--- config.mk ---
export PLATFORM = sky130hd
export DESIGN_NAME = awfs_sync_feedback
export DESIGN_NICKNAME = d
export VERILOG_FILES = /design/src/awfs_pkg.sv /design/src/awfs_proc_if.sv /design/src/awfs_sync_feedback.sv /design/src/awfs_fb_proc.sv
export SDC_FILE = /design/constraint.sdc
export NUM_CORES = 1
export LEC_CHECK = 0
export BUFFER_PORTS_ARGS = -buffer_cell sky130_fd_sc_hd__buf_2
export CAP_MARGIN = 15
export CORE_UTILIZATION = 30
export DETAILED_ROUTE_END_ITERATION = 16
export GPL_TIMING_DRIVEN = 0
export HOLD_SLACK_MARGIN = 0.15
export PLACE_DENSITY_LB_ADDON = 0.08
export SLEW_MARGIN = 20
export SYNTH_ARGS = -nofsm -noshare
export SYNTH_HDL_FRONTEND = slang
export SYNTH_SLANG_ARGS = --single-unit
export TNS_END_PERCENT = 20
--- constraint.sdc ---
create_clock -name core_clk -period 10.3 [get_ports core_clk]
set_input_delay 1.545 -clock core_clk [delete_from_list [all_inputs] [get_ports core_clk]]
set_output_delay 1.545 -clock core_clk [all_outputs]
set_load 0.01 [all_outputs]
--- src/awfs_pkg.sv ---
// Purpose: constants and types of the feedback selector and start barrier
// Assumes: one sequencer clock; registers reached over APB
// Notes: offsets are byte addresses of aligned 32-bit words
// Operation
// RULE1 - Feedback can come back as a value for a variable or as a table-entry index to play.
// RULE2 - Processing keeps a chosen bit range and adds an offset; unconfigured means whole message, offset zero.
// RULE3 - The raw link source passes the message unchanged, with no trim and no offset.
// RULE4 - Playing a table entry from feedback uses the processed value present the set latency after the trigger.
// RULE5 - A feedback read returns the data present exactly the set latency in cycles after the trigger.
// RULE6 - Analyzer feedback is readable raw or processed; only its processed form, like link A and B, picks entries.
// RULE7 - A core with its sync enable set joins the start check; one with it cleared skips it.
// RULE8 - The check runs after prefetch has filled internal memory and before the first instruction.
// RULE9 - Each joining core reports ready and stalls until every participant is ready.
// RULE10 - With external source the combined ready goes to the hub, which releases once all instruments are ready.
// RULE11 - With internal source only local enabled cores take part and the hub ignores this instrument.
// RULE12 - With trigger sync on, the trigger unit joins the check and emits the same burst between checks.
// RULE13 - The sample rate is the base rate over two to an exponent of 0 to 13, overridable by the program.
// RULE14 - All participating cores are released in the same clock cycle.
package awfs_pkg;
  localparam logic [7:0] REG_CTRL = 8'h00;
  localparam logic [7:0] REG_STATUS = 8'h04;
  localparam logic [7:0] REG_TRIG = 8'h08;
  localparam logic [7:0] REG_RATE = 8'h0C;
  localparam logic [7:0] REG_FB_LAST = 8'h10;
  localparam int CTRL_SRC_BIT = 0;
  localparam int CTRL_TSYNC_BIT = 1;
  localparam int CTRL_EN_LSB = 8;
  localparam int STAT_HUB_BIT = 0;
  localparam int STAT_TBUSY_BIT = 1;
  localparam int STAT_TSEEN_BIT = 2;
  localparam int STAT_RDY_LSB = 8;
  localparam int TRIG_CNT_LSB = 0;
  localparam int TRIG_CNT_W = 8;
  localparam int TRIG_HOLD_LSB = 8;
  localparam int TRIG_HOLD_W = 16;
  localparam logic [31:0] TRIG_MASK = 32'h00FFFFFF;
  localparam int RATE_W = 4;
  localparam logic [RATE_W-1:0] RATE_MAX = 4'hD;
  localparam logic [31:0] CTRL_RST = 32'h00000000;
  localparam logic [31:0] TRIG_RST = 32'h00000000;
  localparam logic [RATE_W-1:0] RATE_RST = 4'h0;
  localparam int SLOTS = 3;

  typedef enum logic [2:0] {
    link_feedback_processed_a,
    link_feedback_processed_b,
    link_feedback_unprocessed,
    analyzer_feedback_unprocessed,
    analyzer_feedback_trimmed
  } awfs_src_t;

  typedef enum logic [1:0] {
    feedback_read_cmd,
    play_table_entry_cmd,
    feedback_proc_config_cmd,
    wait_link_trigger_cmd
  } awfs_op_t;

  typedef enum logic [1:0] {st_idle, st_wait, st_proc} awfs_fb_st_t;

  function automatic logic is_raw(input awfs_src_t s);
    return (s == link_feedback_unprocessed) || (s == analyzer_feedback_unprocessed);
  endfunction : is_raw

  function automatic logic is_link(input awfs_src_t s);
    return (s == link_feedback_processed_a) || (s == link_feedback_processed_b) ||
           (s == link_feedback_unprocessed);
  endfunction : is_link

  function automatic logic [1:0] slot_of(input awfs_src_t s);
    logic [1:0] k;
    k = 2'h0;
    if (s == link_feedback_processed_b)
      k = 2'h1;
    else if (s == analyzer_feedback_trimmed)
      k = 2'h2;
    return k;
  endfunction : slot_of
endpackage : awfs_pkg

--- src/awfs_proc_if.sv ---
// Purpose: carries one processing request and its result
// Assumes: same clock on both ends
// Notes: result is valid in the cycle done is high
`timescale 1ns/1ps
interface awfs_proc_if #(parameter int W = 32);
  logic start;
  logic bypass;
  logic [W-1:0] msg;
  logic [$clog2(W)-1:0] lsb;
  logic [$clog2(W):0] size;
  logic [W-1:0] offset;
  logic done;
  logic [W-1:0] result;
  modport main (output start, bypass, msg, lsb, size, offset, input done, result);
  modport proc (input start, bypass, msg, lsb, size, offset, output done, result);
endinterface : awfs_proc_if

--- src/awfs_sync_feedback.sv ---
// Purpose: feedback selection and sampling plus the start barrier of the generator cores
// Assumes: link and hub pins are asynchronous; analyzer data and core signals share core_clk
// Notes: link data and trigger see two sync stages; APB is zero wait state
`timescale 1ns/1ps
module awfs_sync_feedback #(
  parameter int NCORE = 4,
  parameter int FB_W = 32,
  parameter int LAT_W = 12,
  parameter int IDX_W = 10
) (
  input logic core_clk,
  input logic resetn,
  input logic ce,
  input logic [7:0] paddr,
  input logic psel,
  input logic penable,
  input logic pwrite,
  input logic [31:0] pwdata,
  output logic [31:0] prdata,
  output logic pready,
  output logic pslverr,
  input logic cmd_valid,
  input awfs_pkg::awfs_op_t cmd_op,
  input awfs_pkg::awfs_src_t cmd_src,
  input logic [LAT_W-1:0] cmd_latency,
  input logic [$clog2(FB_W)-1:0] cmd_lsb,
  input logic [$clog2(FB_W):0] cmd_size,
  input logic [FB_W-1:0] cmd_offset,
  output logic cmd_ready,
  output logic rsp_valid,
  output logic rsp_is_index,
  output logic rsp_err,
  output logic [FB_W-1:0] rsp_value,
  output logic [IDX_W-1:0] rsp_table_index,
  input logic link_trigger,
  input logic [FB_W-1:0] link_msg,
  input logic [FB_W-1:0] analyzer_msg,
  input logic [NCORE-1:0] core_prefetch_done,
  output logic [NCORE-1:0] core_go,
  output logic hub_ready,
  input logic hub_release,
  output logic int_trigger,
  input logic rate_ovr_valid,
  input logic [awfs_pkg::RATE_W-1:0] rate_ovr_exp,
  output logic [awfs_pkg::RATE_W-1:0] rate_exp
);
  import awfs_pkg::*;
  localparam int SW = $clog2(FB_W);
  localparam logic [SW:0] FULL = (SW+1)'(FB_W);

  if (NCORE < 1 || NCORE > 16 || FB_W < 2 || FB_W > 32 || IDX_W < 1 || IDX_W > FB_W || LAT_W < 1)
  begin : g_bad
    $error("awfs_sync_feedback: unsupported parameters");
  end

  // Pin synchronisers; second stages and the edge-detect delay flops are read
  logic trig_s1_r, trig_s2_r, trig_d_r, rel_s1_r, rel_s2_r, rel_d_r;
  logic [FB_W-1:0] msg_s1_r, msg_s2_r;
  always_ff @(posedge core_clk)
  begin
    if (!resetn)
    begin
      trig_s1_r <= 1'b0;
      trig_s2_r <= 1'b0;
      trig_d_r <= 1'b0;
      rel_s1_r <= 1'b0;
      rel_s2_r <= 1'b0;
      rel_d_r <= 1'b0;
      msg_s1_r <= '0;
      msg_s2_r <= '0;
    end
    else if (ce)
    begin
      trig_s1_r <= link_trigger;
      trig_s2_r <= trig_s1_r;
      trig_d_r <= trig_s2_r;
      rel_s1_r <= hub_release;
      rel_s2_r <= rel_s1_r;
      rel_d_r <= rel_s2_r;
      msg_s1_r <= link_msg;
      msg_s2_r <= msg_s1_r;
    end
  end
  logic trig_edge, hub_edge;
  assign trig_edge = trig_s2_r & ~trig_d_r;
  assign hub_edge = rel_s2_r & ~rel_d_r;

  // Register file
  logic [31:0] ctrl_r, ctrl_nxt, trig_cfg_r, trig_cfg_nxt, prdata_r, prdata_nxt, rd_mux;
  logic [RATE_W-1:0] rate_def_r, rate_def_nxt, rate_cur_r, rate_cur_nxt;
  logic mapped, apb_setup, apb_wr;
  logic [NCORE-1:0] en_mask, ready_r, ready_nxt, go_r, go_nxt;
  logic src_ext, tsync, hub_ready_r, hub_ready_nxt, local_ok, go_now, trig_idle, tseen_r, tseen_nxt;
  logic [FB_W-1:0] rsp_val_r, rsp_val_nxt;

  assign en_mask = ctrl_r[CTRL_EN_LSB +: NCORE];
  assign src_ext = ctrl_r[CTRL_SRC_BIT];
  assign tsync = ctrl_r[CTRL_TSYNC_BIT];
  assign apb_setup = psel & ~penable;
  assign apb_wr = psel & penable & pwrite;

  always_comb
  begin
    mapped = 1'b1;
    rd_mux = '0;
    case (paddr)
      REG_CTRL: rd_mux = ctrl_r;
      REG_STATUS:
      begin
        rd_mux[STAT_HUB_BIT] = hub_ready_r;
        rd_mux[STAT_TBUSY_BIT] = ~trig_idle;
        rd_mux[STAT_TSEEN_BIT] = tseen_r;
        rd_mux[STAT_RDY_LSB +: NCORE] = ready_r;
      end
      REG_TRIG: rd_mux = trig_cfg_r;
      REG_RATE: rd_mux[RATE_W-1:0] = rate_def_r;
      REG_FB_LAST: rd_mux[FB_W-1:0] = rsp_val_r;
      default: mapped = 1'b0;
    endcase
  end

  always_comb
  begin
    ctrl_nxt = ctrl_r;
    trig_cfg_nxt = trig_cfg_r;
    rate_def_nxt = rate_def_r;
    prdata_nxt = apb_setup ? rd_mux : prdata_r;
    if (apb_wr)
    begin
      case (paddr)
        REG_CTRL:
        begin
          ctrl_nxt = '0;
          ctrl_nxt[CTRL_SRC_BIT] = pwdata[CTRL_SRC_BIT];
          ctrl_nxt[CTRL_TSYNC_BIT] = pwdata[CTRL_TSYNC_BIT];
          ctrl_nxt[CTRL_EN_LSB +: NCORE] = pwdata[CTRL_EN_LSB +: NCORE];
        end
        REG_TRIG: trig_cfg_nxt = pwdata & TRIG_MASK;
        REG_RATE:
        begin
          if (pwdata <= 32'(RATE_MAX))
            rate_def_nxt = pwdata[RATE_W-1:0]; // see RULE13
        end
        default: ctrl_nxt = ctrl_r;
      endcase
    end
    // Each new run starts at the default rate; the program may override
    rate_cur_nxt = rate_cur_r;
    if (go_now)
      rate_cur_nxt = rate_def_r; // see RULE13
    else if (rate_ovr_valid && rate_ovr_exp <= RATE_MAX)
      rate_cur_nxt = rate_ovr_exp; // see RULE13
  end

  always_ff @(posedge core_clk)
  begin
    if (!resetn)
    begin
      ctrl_r <= CTRL_RST;
      trig_cfg_r <= TRIG_RST;
      rate_def_r <= RATE_RST;
      rate_cur_r <= RATE_RST;
      prdata_r <= '0;
    end
    else if (ce)
    begin
      ctrl_r <= ctrl_nxt;
      trig_cfg_r <= trig_cfg_nxt;
      rate_def_r <= rate_def_nxt;
      rate_cur_r <= rate_cur_nxt;
      prdata_r <= prdata_nxt;
    end
  end
  assign prdata = prdata_r;
  assign pready = 1'b1;
  assign pslverr = psel & penable & ~mapped;
  assign rate_exp = rate_cur_r;

  // Feedback sampling
  awfs_proc_if #(.W(FB_W)) pif();
  awfs_fb_proc #(.W(FB_W)) u_proc (.core_clk(core_clk), .resetn(resetn), .ce(ce), .p(pif.proc));

  awfs_fb_st_t fb_r, fb_nxt;
  awfs_op_t op_q_r, op_q_nxt;
  awfs_src_t src_q_r, src_q_nxt;
  logic [LAT_W-1:0] lat_q_r, lat_q_nxt, age_r, age_nxt;
  logic [SW-1:0] cfg_lsb_r [SLOTS], cfg_lsb_nxt [SLOTS];
  logic [SW:0] cfg_size_r [SLOTS], cfg_size_nxt [SLOTS];
  logic [FB_W-1:0] cfg_off_r [SLOTS], cfg_off_nxt [SLOTS];
  logic rsp_v_r, rsp_v_nxt, rsp_kind_r, rsp_kind_nxt, rsp_err_r, rsp_err_nxt, cmd_take, proc_start;

  assign cmd_ready = ce && (fb_r == st_idle);
  assign cmd_take = cmd_valid & cmd_ready;

  always_comb
  begin
    fb_nxt = fb_r;
    op_q_nxt = op_q_r;
    src_q_nxt = src_q_r;
    lat_q_nxt = lat_q_r;
    cfg_lsb_nxt = cfg_lsb_r;
    cfg_size_nxt = cfg_size_r;
    cfg_off_nxt = cfg_off_r;
    rsp_v_nxt = 1'b0;
    rsp_err_nxt = 1'b0;
    rsp_kind_nxt = rsp_kind_r;
    rsp_val_nxt = rsp_val_r;
    proc_start = 1'b0;
    age_nxt = (tseen_r && age_r != '1) ? age_r + 1'b1 : age_r;
    tseen_nxt = tseen_r;
    if (cmd_take && cmd_op == wait_link_trigger_cmd)
      tseen_nxt = 1'b0;
    // A trigger in the re-arm cycle is kept
    if (trig_edge)
    begin
      tseen_nxt = 1'b1;
      age_nxt = '0;
    end
    if (cmd_take && cmd_op == feedback_proc_config_cmd && !is_raw(cmd_src))
    begin
      cfg_lsb_nxt[slot_of(cmd_src)] = cmd_lsb; // see RULE2
      cfg_size_nxt[slot_of(cmd_src)] = cmd_size;
      cfg_off_nxt[slot_of(cmd_src)] = cmd_offset;
    end
    case (fb_r)
      st_idle:
      begin
        if (cmd_take && (cmd_op == feedback_read_cmd || cmd_op == play_table_entry_cmd))
        begin
          if (cmd_op == play_table_entry_cmd && is_raw(cmd_src))
          begin
            rsp_v_nxt = 1'b1; // see RULE6
            rsp_err_nxt = 1'b1;
            rsp_kind_nxt = 1'b1;
          end
          else
          begin
            op_q_nxt = cmd_op;
            src_q_nxt = cmd_src;
            lat_q_nxt = cmd_latency;
            fb_nxt = st_wait;
          end
        end
      end
      st_wait:
      begin
        if (tseen_r && age_r == lat_q_r)
        begin
          proc_start = 1'b1; // see RULE4 RULE5
          fb_nxt = st_proc;
        end
        else if (tseen_r && age_r > lat_q_r)
        begin
          // Sample point already passed; no stale data is returned
          rsp_v_nxt = 1'b1;
          rsp_err_nxt = 1'b1;
          rsp_kind_nxt = (op_q_r == play_table_entry_cmd);
          fb_nxt = st_idle;
        end
      end
      st_proc:
      begin
        if (pif.done)
        begin
          rsp_v_nxt = 1'b1;
          rsp_kind_nxt = (op_q_r == play_table_entry_cmd); // see RULE1
          rsp_val_nxt = pif.result;
          fb_nxt = st_idle;
        end
      end
      default: fb_nxt = st_idle;
    endcase
  end

  always_ff @(posedge core_clk)
  begin
    if (!resetn)
    begin
      fb_r <= st_idle;
      op_q_r <= feedback_read_cmd;
      src_q_r <= link_feedback_unprocessed;
      lat_q_r <= '0;
      age_r <= '0;
      tseen_r <= 1'b0;
      for (int i = 0; i < SLOTS; i++)
      begin
        cfg_lsb_r[i] <= '0;
        cfg_size_r[i] <= FULL; // see RULE2
        cfg_off_r[i] <= '0;
      end
      rsp_v_r <= 1'b0;
      rsp_err_r <= 1'b0;
      rsp_kind_r <= 1'b0;
      rsp_val_r <= '0;
    end
    else if (ce)
    begin
      fb_r <= fb_nxt;
      op_q_r <= op_q_nxt;
      src_q_r <= src_q_nxt;
      lat_q_r <= lat_q_nxt;
      age_r <= age_nxt;
      tseen_r <= tseen_nxt;
      cfg_lsb_r <= cfg_lsb_nxt;
      cfg_size_r <= cfg_size_nxt;
      cfg_off_r <= cfg_off_nxt;
      rsp_v_r <= rsp_v_nxt;
      rsp_err_r <= rsp_err_nxt;
      rsp_kind_r <= rsp_kind_nxt;
      rsp_val_r <= rsp_val_nxt;
    end
  end

  assign pif.start = proc_start;
  assign pif.bypass = is_raw(src_q_r); // see RULE3 RULE6
  assign pif.msg = is_link(src_q_r) ? msg_s2_r : analyzer_msg;
  assign pif.lsb = cfg_lsb_r[slot_of(src_q_r)];
  assign pif.size = cfg_size_r[slot_of(src_q_r)];
  assign pif.offset = cfg_off_r[slot_of(src_q_r)];
  assign rsp_valid = rsp_v_r;
  assign rsp_err = rsp_err_r;
  assign rsp_is_index = rsp_kind_r;
  assign rsp_value = rsp_val_r;
  assign rsp_table_index = rsp_val_r[IDX_W-1:0];

  // Start barrier and internal trigger unit
  logic [TRIG_CNT_W-1:0] tleft_r, tleft_nxt;
  logic [TRIG_HOLD_W-1:0] thold_r, thold_nxt;
  logic tpulse_r, tpulse_nxt;

  assign trig_idle = (tleft_r == '0);
  assign local_ok = (&(ready_r | ~en_mask)) && (|(ready_r & en_mask)) && (!tsync || trig_idle); // see RULE9 RULE12
  assign go_now = local_ok && (!src_ext || (hub_ready_r && hub_edge)); // see RULE10 RULE11

  always_comb
  begin
    // Prefetch done marks an enabled core ready; a new ready beats the release clear
    ready_nxt = (ready_r & ~({NCORE{go_now}} & en_mask)) | (core_prefetch_done & en_mask); // see RULE8
    go_nxt = (core_prefetch_done & ~en_mask) | ({NCORE{go_now}} & en_mask); // see RULE7 RULE14
    hub_ready_nxt = src_ext && local_ok && !go_now; // see RULE10 RULE11
    tleft_nxt = tleft_r;
    thold_nxt = thold_r;
    tpulse_nxt = 1'b0;
    if (go_now)
    begin
      tleft_nxt = trig_cfg_r[TRIG_CNT_LSB +: TRIG_CNT_W]; // see RULE12
      thold_nxt = '0;
    end
    else if (!trig_idle)
    begin
      if (thold_r == '0)
      begin
        tpulse_nxt = 1'b1;
        tleft_nxt = tleft_r - 1'b1;
        thold_nxt = trig_cfg_r[TRIG_HOLD_LSB +: TRIG_HOLD_W];
      end
      else
        thold_nxt = thold_r - 1'b1;
    end
  end

  always_ff @(posedge core_clk)
  begin
    if (!resetn)
    begin
      ready_r <= '0;
      go_r <= '0;
      hub_ready_r <= 1'b0;
      tleft_r <= '0;
      thold_r <= '0;
      tpulse_r <= 1'b0;
    end
    else if (ce)
    begin
      ready_r <= ready_nxt;
      go_r <= go_nxt;
      hub_ready_r <= hub_ready_nxt;
      tleft_r <= tleft_nxt;
      thold_r <= thold_nxt;
      tpulse_r <= tpulse_nxt;
    end
  end
  assign core_go = go_r;
  assign hub_ready = hub_ready_r;
  assign int_trigger = tpulse_r;
endmodule : awfs_sync_feedback

--- src/awfs_fb_proc.sv ---
// Purpose: trims a feedback message to a bit field and adds an offset
// Assumes: one request per start pulse
// Notes: one cycle from start to done
`timescale 1ns/1ps
module awfs_fb_proc #(
  parameter int W = 32
) (
  input logic core_clk,
  input logic resetn,
  input logic ce,
  awfs_proc_if.proc p
);
  import awfs_pkg::*;
  localparam int SW = $clog2(W);
  localparam logic [SW:0] FULL = (SW+1)'(W);

  logic [W-1:0] result_r;
  logic [W-1:0] result_nxt;
  logic done_r;
  logic done_nxt;

  if (W < 2)
  begin : g_bad
    $error("awfs_fb_proc: width too small");
  end

  function automatic logic [W-1:0] keep_mask(input logic [SW:0] n);
    logic [W-1:0] m;
    m = '1;
    if (n < FULL)
      m = ~(m << n);
    return m;
  endfunction : keep_mask

  always_comb
  begin
    done_nxt = p.start;
    result_nxt = result_r;
    if (p.start)
    begin
      if (p.bypass)
        result_nxt = p.msg; // see RULE3
      else
        result_nxt = ((p.msg >> p.lsb) & keep_mask(p.size)) + p.offset; // see RULE2
    end
  end

  always_ff @(posedge core_clk)
  begin
    if (!resetn)
    begin
      result_r <= '0;
      done_r <= 1'b0;
    end
    else if (ce)
    begin
      result_r <= result_nxt;
      done_r <= done_nxt;
    end
  end

  assign p.result = result_r;
  assign p.done = done_r;
endmodule : awfs_fb_proc

==> impl_results.md <==
- Row count: 98
- Crit-path leading delay family: compound AO/OA/AOI/OAI gates
- First-pass GRT wire length: 141 mm
- CP endpoint kind: flop
- Clk buf depth: 3
- Final Setup Violations: 0
- Clock transition at path regs: 0.06 ns
- Slowest CP cell: mux2i_1
- Slew margin rel.: 21.5%
- Min Tclk post-route: 6.74 ns
- Status: complete, no violations
- Hold buffers post-CTS: 0
- Hold WC Path Type: reg2reg
- Buf+Inv Stages, Crit Path: 4
- Cts bufs inserted: 48
- Via count: 22,700
- WL met2: 44.3 mm
- Seq pwr share: 40.4%
- Inserted Diodes: 0
- Cells after Synth: 2,865
- Unique masters post-synth: 84
- DP Cell Count: 4,082
- Async SR Flop Fraction: 0%
- Sequential share of the synthesized area: 37.0%
- Total net switching power: 1.19 mW
- PortBufs: 267
- Critical path's most frequent cell: mux2i_1
- Total negative slack: 0 ns
- CTS tree: done
- Cts repair resizes: 0
- DR pass1 iterations: 5
- Post-route clock skew: 0.0318 ns
- Mapped Avg Cell Area: 7.60 um2
- Core Region: 71,600 um2
- Top Layer Used: met4
- Num Clock Sinks: 403
- Width of the die: 271 um
- Layout area overhead: 19.0%
- Initial Util: 30.4%
- Root buffer cell: clkbuf_16
- Post-route cell area: 25,900 um2
- DIE HEIGHT: 271 um
- Slew @ Worst Pin: 1.18 ns
- Footprint of the multi-input gates: 12,600 um2
- Cell internal pwr: 2.84 mW
- Initial antenna violation count: 1
- Crit path launch type: flop
- DRC: 0
- DRT antenna net count: 0
- RSZ-0062 raised after global routing: false
- Combinational share of power: 16.5%
- Sw Ratio: 29.5%
- Die area: 73,700 um2
- Clk pwr share: 43.1%
- Post-DP Area: 24,300 um2
- Nets@finish: 3,418
- Design Power: 4.03 mW
- Synthesized area: 21,800 um2
- Flop2flop setup slack: 3.56 ns
- Finished Layout Cells: 4,172
- Register area: 8070 um2
- Clk_lat worst skew: 0.61 ns
- Fraction of layout cells with a size suffix above 1: 13.3%
- Synth Net Count: 3,100
- Top_reg_cell synth: dfxtp_1
- Detail Route met3 WL: 5.68 mm
- Starting DRT DRC Count: 2,005
- GRT overflow: 0
- Max stage delay on crit path: 0.67 ns
- WL final: 95.3 mm
- Ports: 272
- Vias/cell: 5.43
- Hold Fails Final Rpt: 0
- M1 WL: 43.0 mm
- H-tree Lvls: 2
- Crit path DAT: 7.19 ns
- PD cells: 155 nW/um2
- Placer congestion estimate: 0.930
- Detailed Place HPWL: 76.0 mm
- Slew Limit Fails: 0
- DR WL/cell: 22.8 um
- Global Route Usage Sum: 25.1%
- Leakage: 10.1 nW
- Max-Cap Viols: 0
- WS Path Type: reg2reg
- Warnings from Yosys: 0
- Fin crit share: 65.4%
- Fill cells: 7,666
- Final hold slack: 0.444 ns
- Largest net degree at the start of global routing: 14
- Post-synth EDFFs: 0
- Yosys reg bits: 403
- Crit path cell chain: buf_2 -> buf_2 -> a21o_1 -> buf_2 -> buf_4 -> mux2i_1 -> mux2i_1 -> mux2i_1 -> mux2i_1 -> a211oi_1 -> a211oi_1 -> ha_1 -> fa_1 -> a21o_1 -> a221oi_1 -> o21ai_0 -> a21o_1 -> a41oi_1 -> o21ai_0 -> xnor2_1 -> o211ai_1
- Crit-path max FO: 10
- Fmax: 148 MHz
- Setup Fix Bufs, Post-CTS: 0
- Vias in the first global route: 21,800
- CP required: 10.75 ns
- Worst vdd ir: 0.116 mV
==> worst reg2reg max path, stage by stage (launching register included) <==
cell,delay [ns]
dfxtp_1,0.30
buf_2,0.22
buf_2,0.26
a21o_1,0.32
buf_2,0.32
buf_4,0.29
mux2i_1,0.67
mux2i_1,0.34
mux2i_1,0.32
mux2i_1,0.12
a211oi_1,0.37
a211oi_1,0.16
ha_1,0.31
fa_1,0.41
a21o_1,0.22
a221oi_1,0.39
o21ai_0,0.28
a21o_1,0.30
a41oi_1,0.29
o21ai_0,0.16
xnor2_1,0.39
o211ai_1,0.15
==> synthesized netlist by cell type, types with 17 or more instances <==
master | n | share of area, %
xnor2_1 | 21 | 0.84
nor3_1 | 64 | 1.5
o21ai_0 | 139 | 3.2
and3_1 | 24 | 0.69
inv_1 | 49 | 0.84
a221oi_1 | 20 | 0.80
nand2_1 | 563 | 9.7
a211oi_1 | 66 | 2.3
ha_1 | 52 | 3.0
dfxtp_1 | 403 | 37
a31oi_1 | 28 | 0.80
nor2b_1 | 20 | 0.57
and2_1 | 19 | 0.55
clkbuf_1 | 170 | 2.9
nor2_1 | 253 | 4.4
a311oi_1 | 22 | 0.88
mux2i_1 | 149 | 6.8
a21o_1 | 23 | 0.79
o211ai_1 | 17 | 0.59
nand3_1 | 71 | 1.6
a21oi_1 | 362 | 8.3
nor4_1 | 26 | 0.75
buf_2 | 21 | 0.48
o21ai_1 | 19 | 0.44
==> cell type report <==
cell class / instances / area share [%]
clock inverter: 18 / 0.787
sequential: 403 / 31.1
tap: 950 / 4.59
multi-input combinational: 2191 / 48.5
buffer: 221 / 3.67
inverter: 50 / 0.724
timing repair buffer: 268 / 5.19
clock buffer: 71 / 5.39
==> power by group through the flow <==
stage / Sequential, mW / Clock (mW) / Combinational, mW
floorplan: 1.65 / 0 / 0.413
global placement: 1.66 / 0 / 0.661
detailed placement: 1.66 / 0 / 0.659
CTS: 1.62 / 1.78 / 0.664
global route: 1.63 / 1.84 / 0.732
finish: 1.62 / 1.74 / 0.665
==> sequential cells by signal, indices dropped and copies added (netlist names), 3 cells and up <==
register and cells:
tleft_r 8, u_proc.p.result 32, trig_cfg_r 24, age_r 12, thold_r 16, rate_def_r 4
msg_s1_r 32, cfg_size_r 18, ready_r 4, rate_exp 4, src_q_r 3, rsp_value 32
ctrl_r 6, lat_q_r 12, prdata 32, cfg_off_r 96, core_go 4, cfg_lsb_r 15
msg_s2_r 32
==> stage by stage <==
| stage | setup slack, ns | utilization (%) |
|---|---|---|
| floorplan | 5.24 | - |
| global placement | 3.62 | 33.9 |
| detailed placement | 3.70 | 33.9 |
| CTS | 3.63 | 36.2 |
| global route | 3.23 | 36.2 |
| finish | 3.56 | 36.2 |
==> cells by family after synthesis <==
logic type / after synthesis / share of synthesized area, %
simple gates: 1126 / 22.7
compound gates: 818 / 23.1
flops: 403 / 37.0
buf+inv: 271 / 5.23
mux: 158 / 7.39
fa+ha+maj: 53 / 3.08
xor+xnor: 35 / 1.41
other cells: 1 / 0.0172
==> placed cells by master, fill, tap and decap left out, types with 8 or more instances in the layout <==
cell / synthesis / layout
a211oi_1: 66 / 66
a21o_1: 23 / 23
a21oi_1: 362 / 362
a221oi_1: 20 / 20
a22oi_1: 8 / 8
a311oi_1: 22 / 22
a31oi_1: 28 / 28
and2_1: 19 / 19
and3_1: 24 / 24
buf_1: 12 / 11
buf_2: 21 / 289
buf_4: 13 / 13
clkbuf_1: 170 / 182
clkbuf_16: 0 / 48
clkbuf_8: 0 / 11
clkinv_2: 0 / 9
dfxtp_1: 403 / 403
ha_1: 52 / 52
inv_1: 49 / 49
mux2i_1: 149 / 149
nand2_1: 563 / 563
nand2b_1: 16 / 16
nand3_1: 71 / 71
nand4_1: 13 / 13
nor2_1: 253 / 253
nor2b_1: 20 / 20
nor3_1: 64 / 64
nor3b_1: 11 / 11
nor4_1: 26 / 26
o211ai_1: 17 / 17
o21a_1: 14 / 14
o21ai_0: 139 / 139
o21ai_1: 19 / 19
o22a_1: 9 / 9
o22ai_1: 10 / 10
or3_1: 9 / 9
xnor2_1: 21 / 21
xor2_1: 14 / 14
==> final timing paths <==
check	to	start	depth (start not counted)
setup / recovery	u_proc.p.result[20]	src_q_r[0]	21
hold / removal	rsp_value[7]	u_proc.p.result[7]	2
setup reg to reg	u_proc.p.result[20]	src_q_r[0]	21
hold reg to reg	rsp_value[7]	u_proc.p.result[7]	2
==> per-layer routing <==
metal	track usage [%]	vias to the layer above
met2	41.6	743
li1	-	10800
met1	34.2	11000
met5	0	-
met4	6.59	0
met3	3.27	122
No activity file was read; power rests on OpenSTA's default activity.
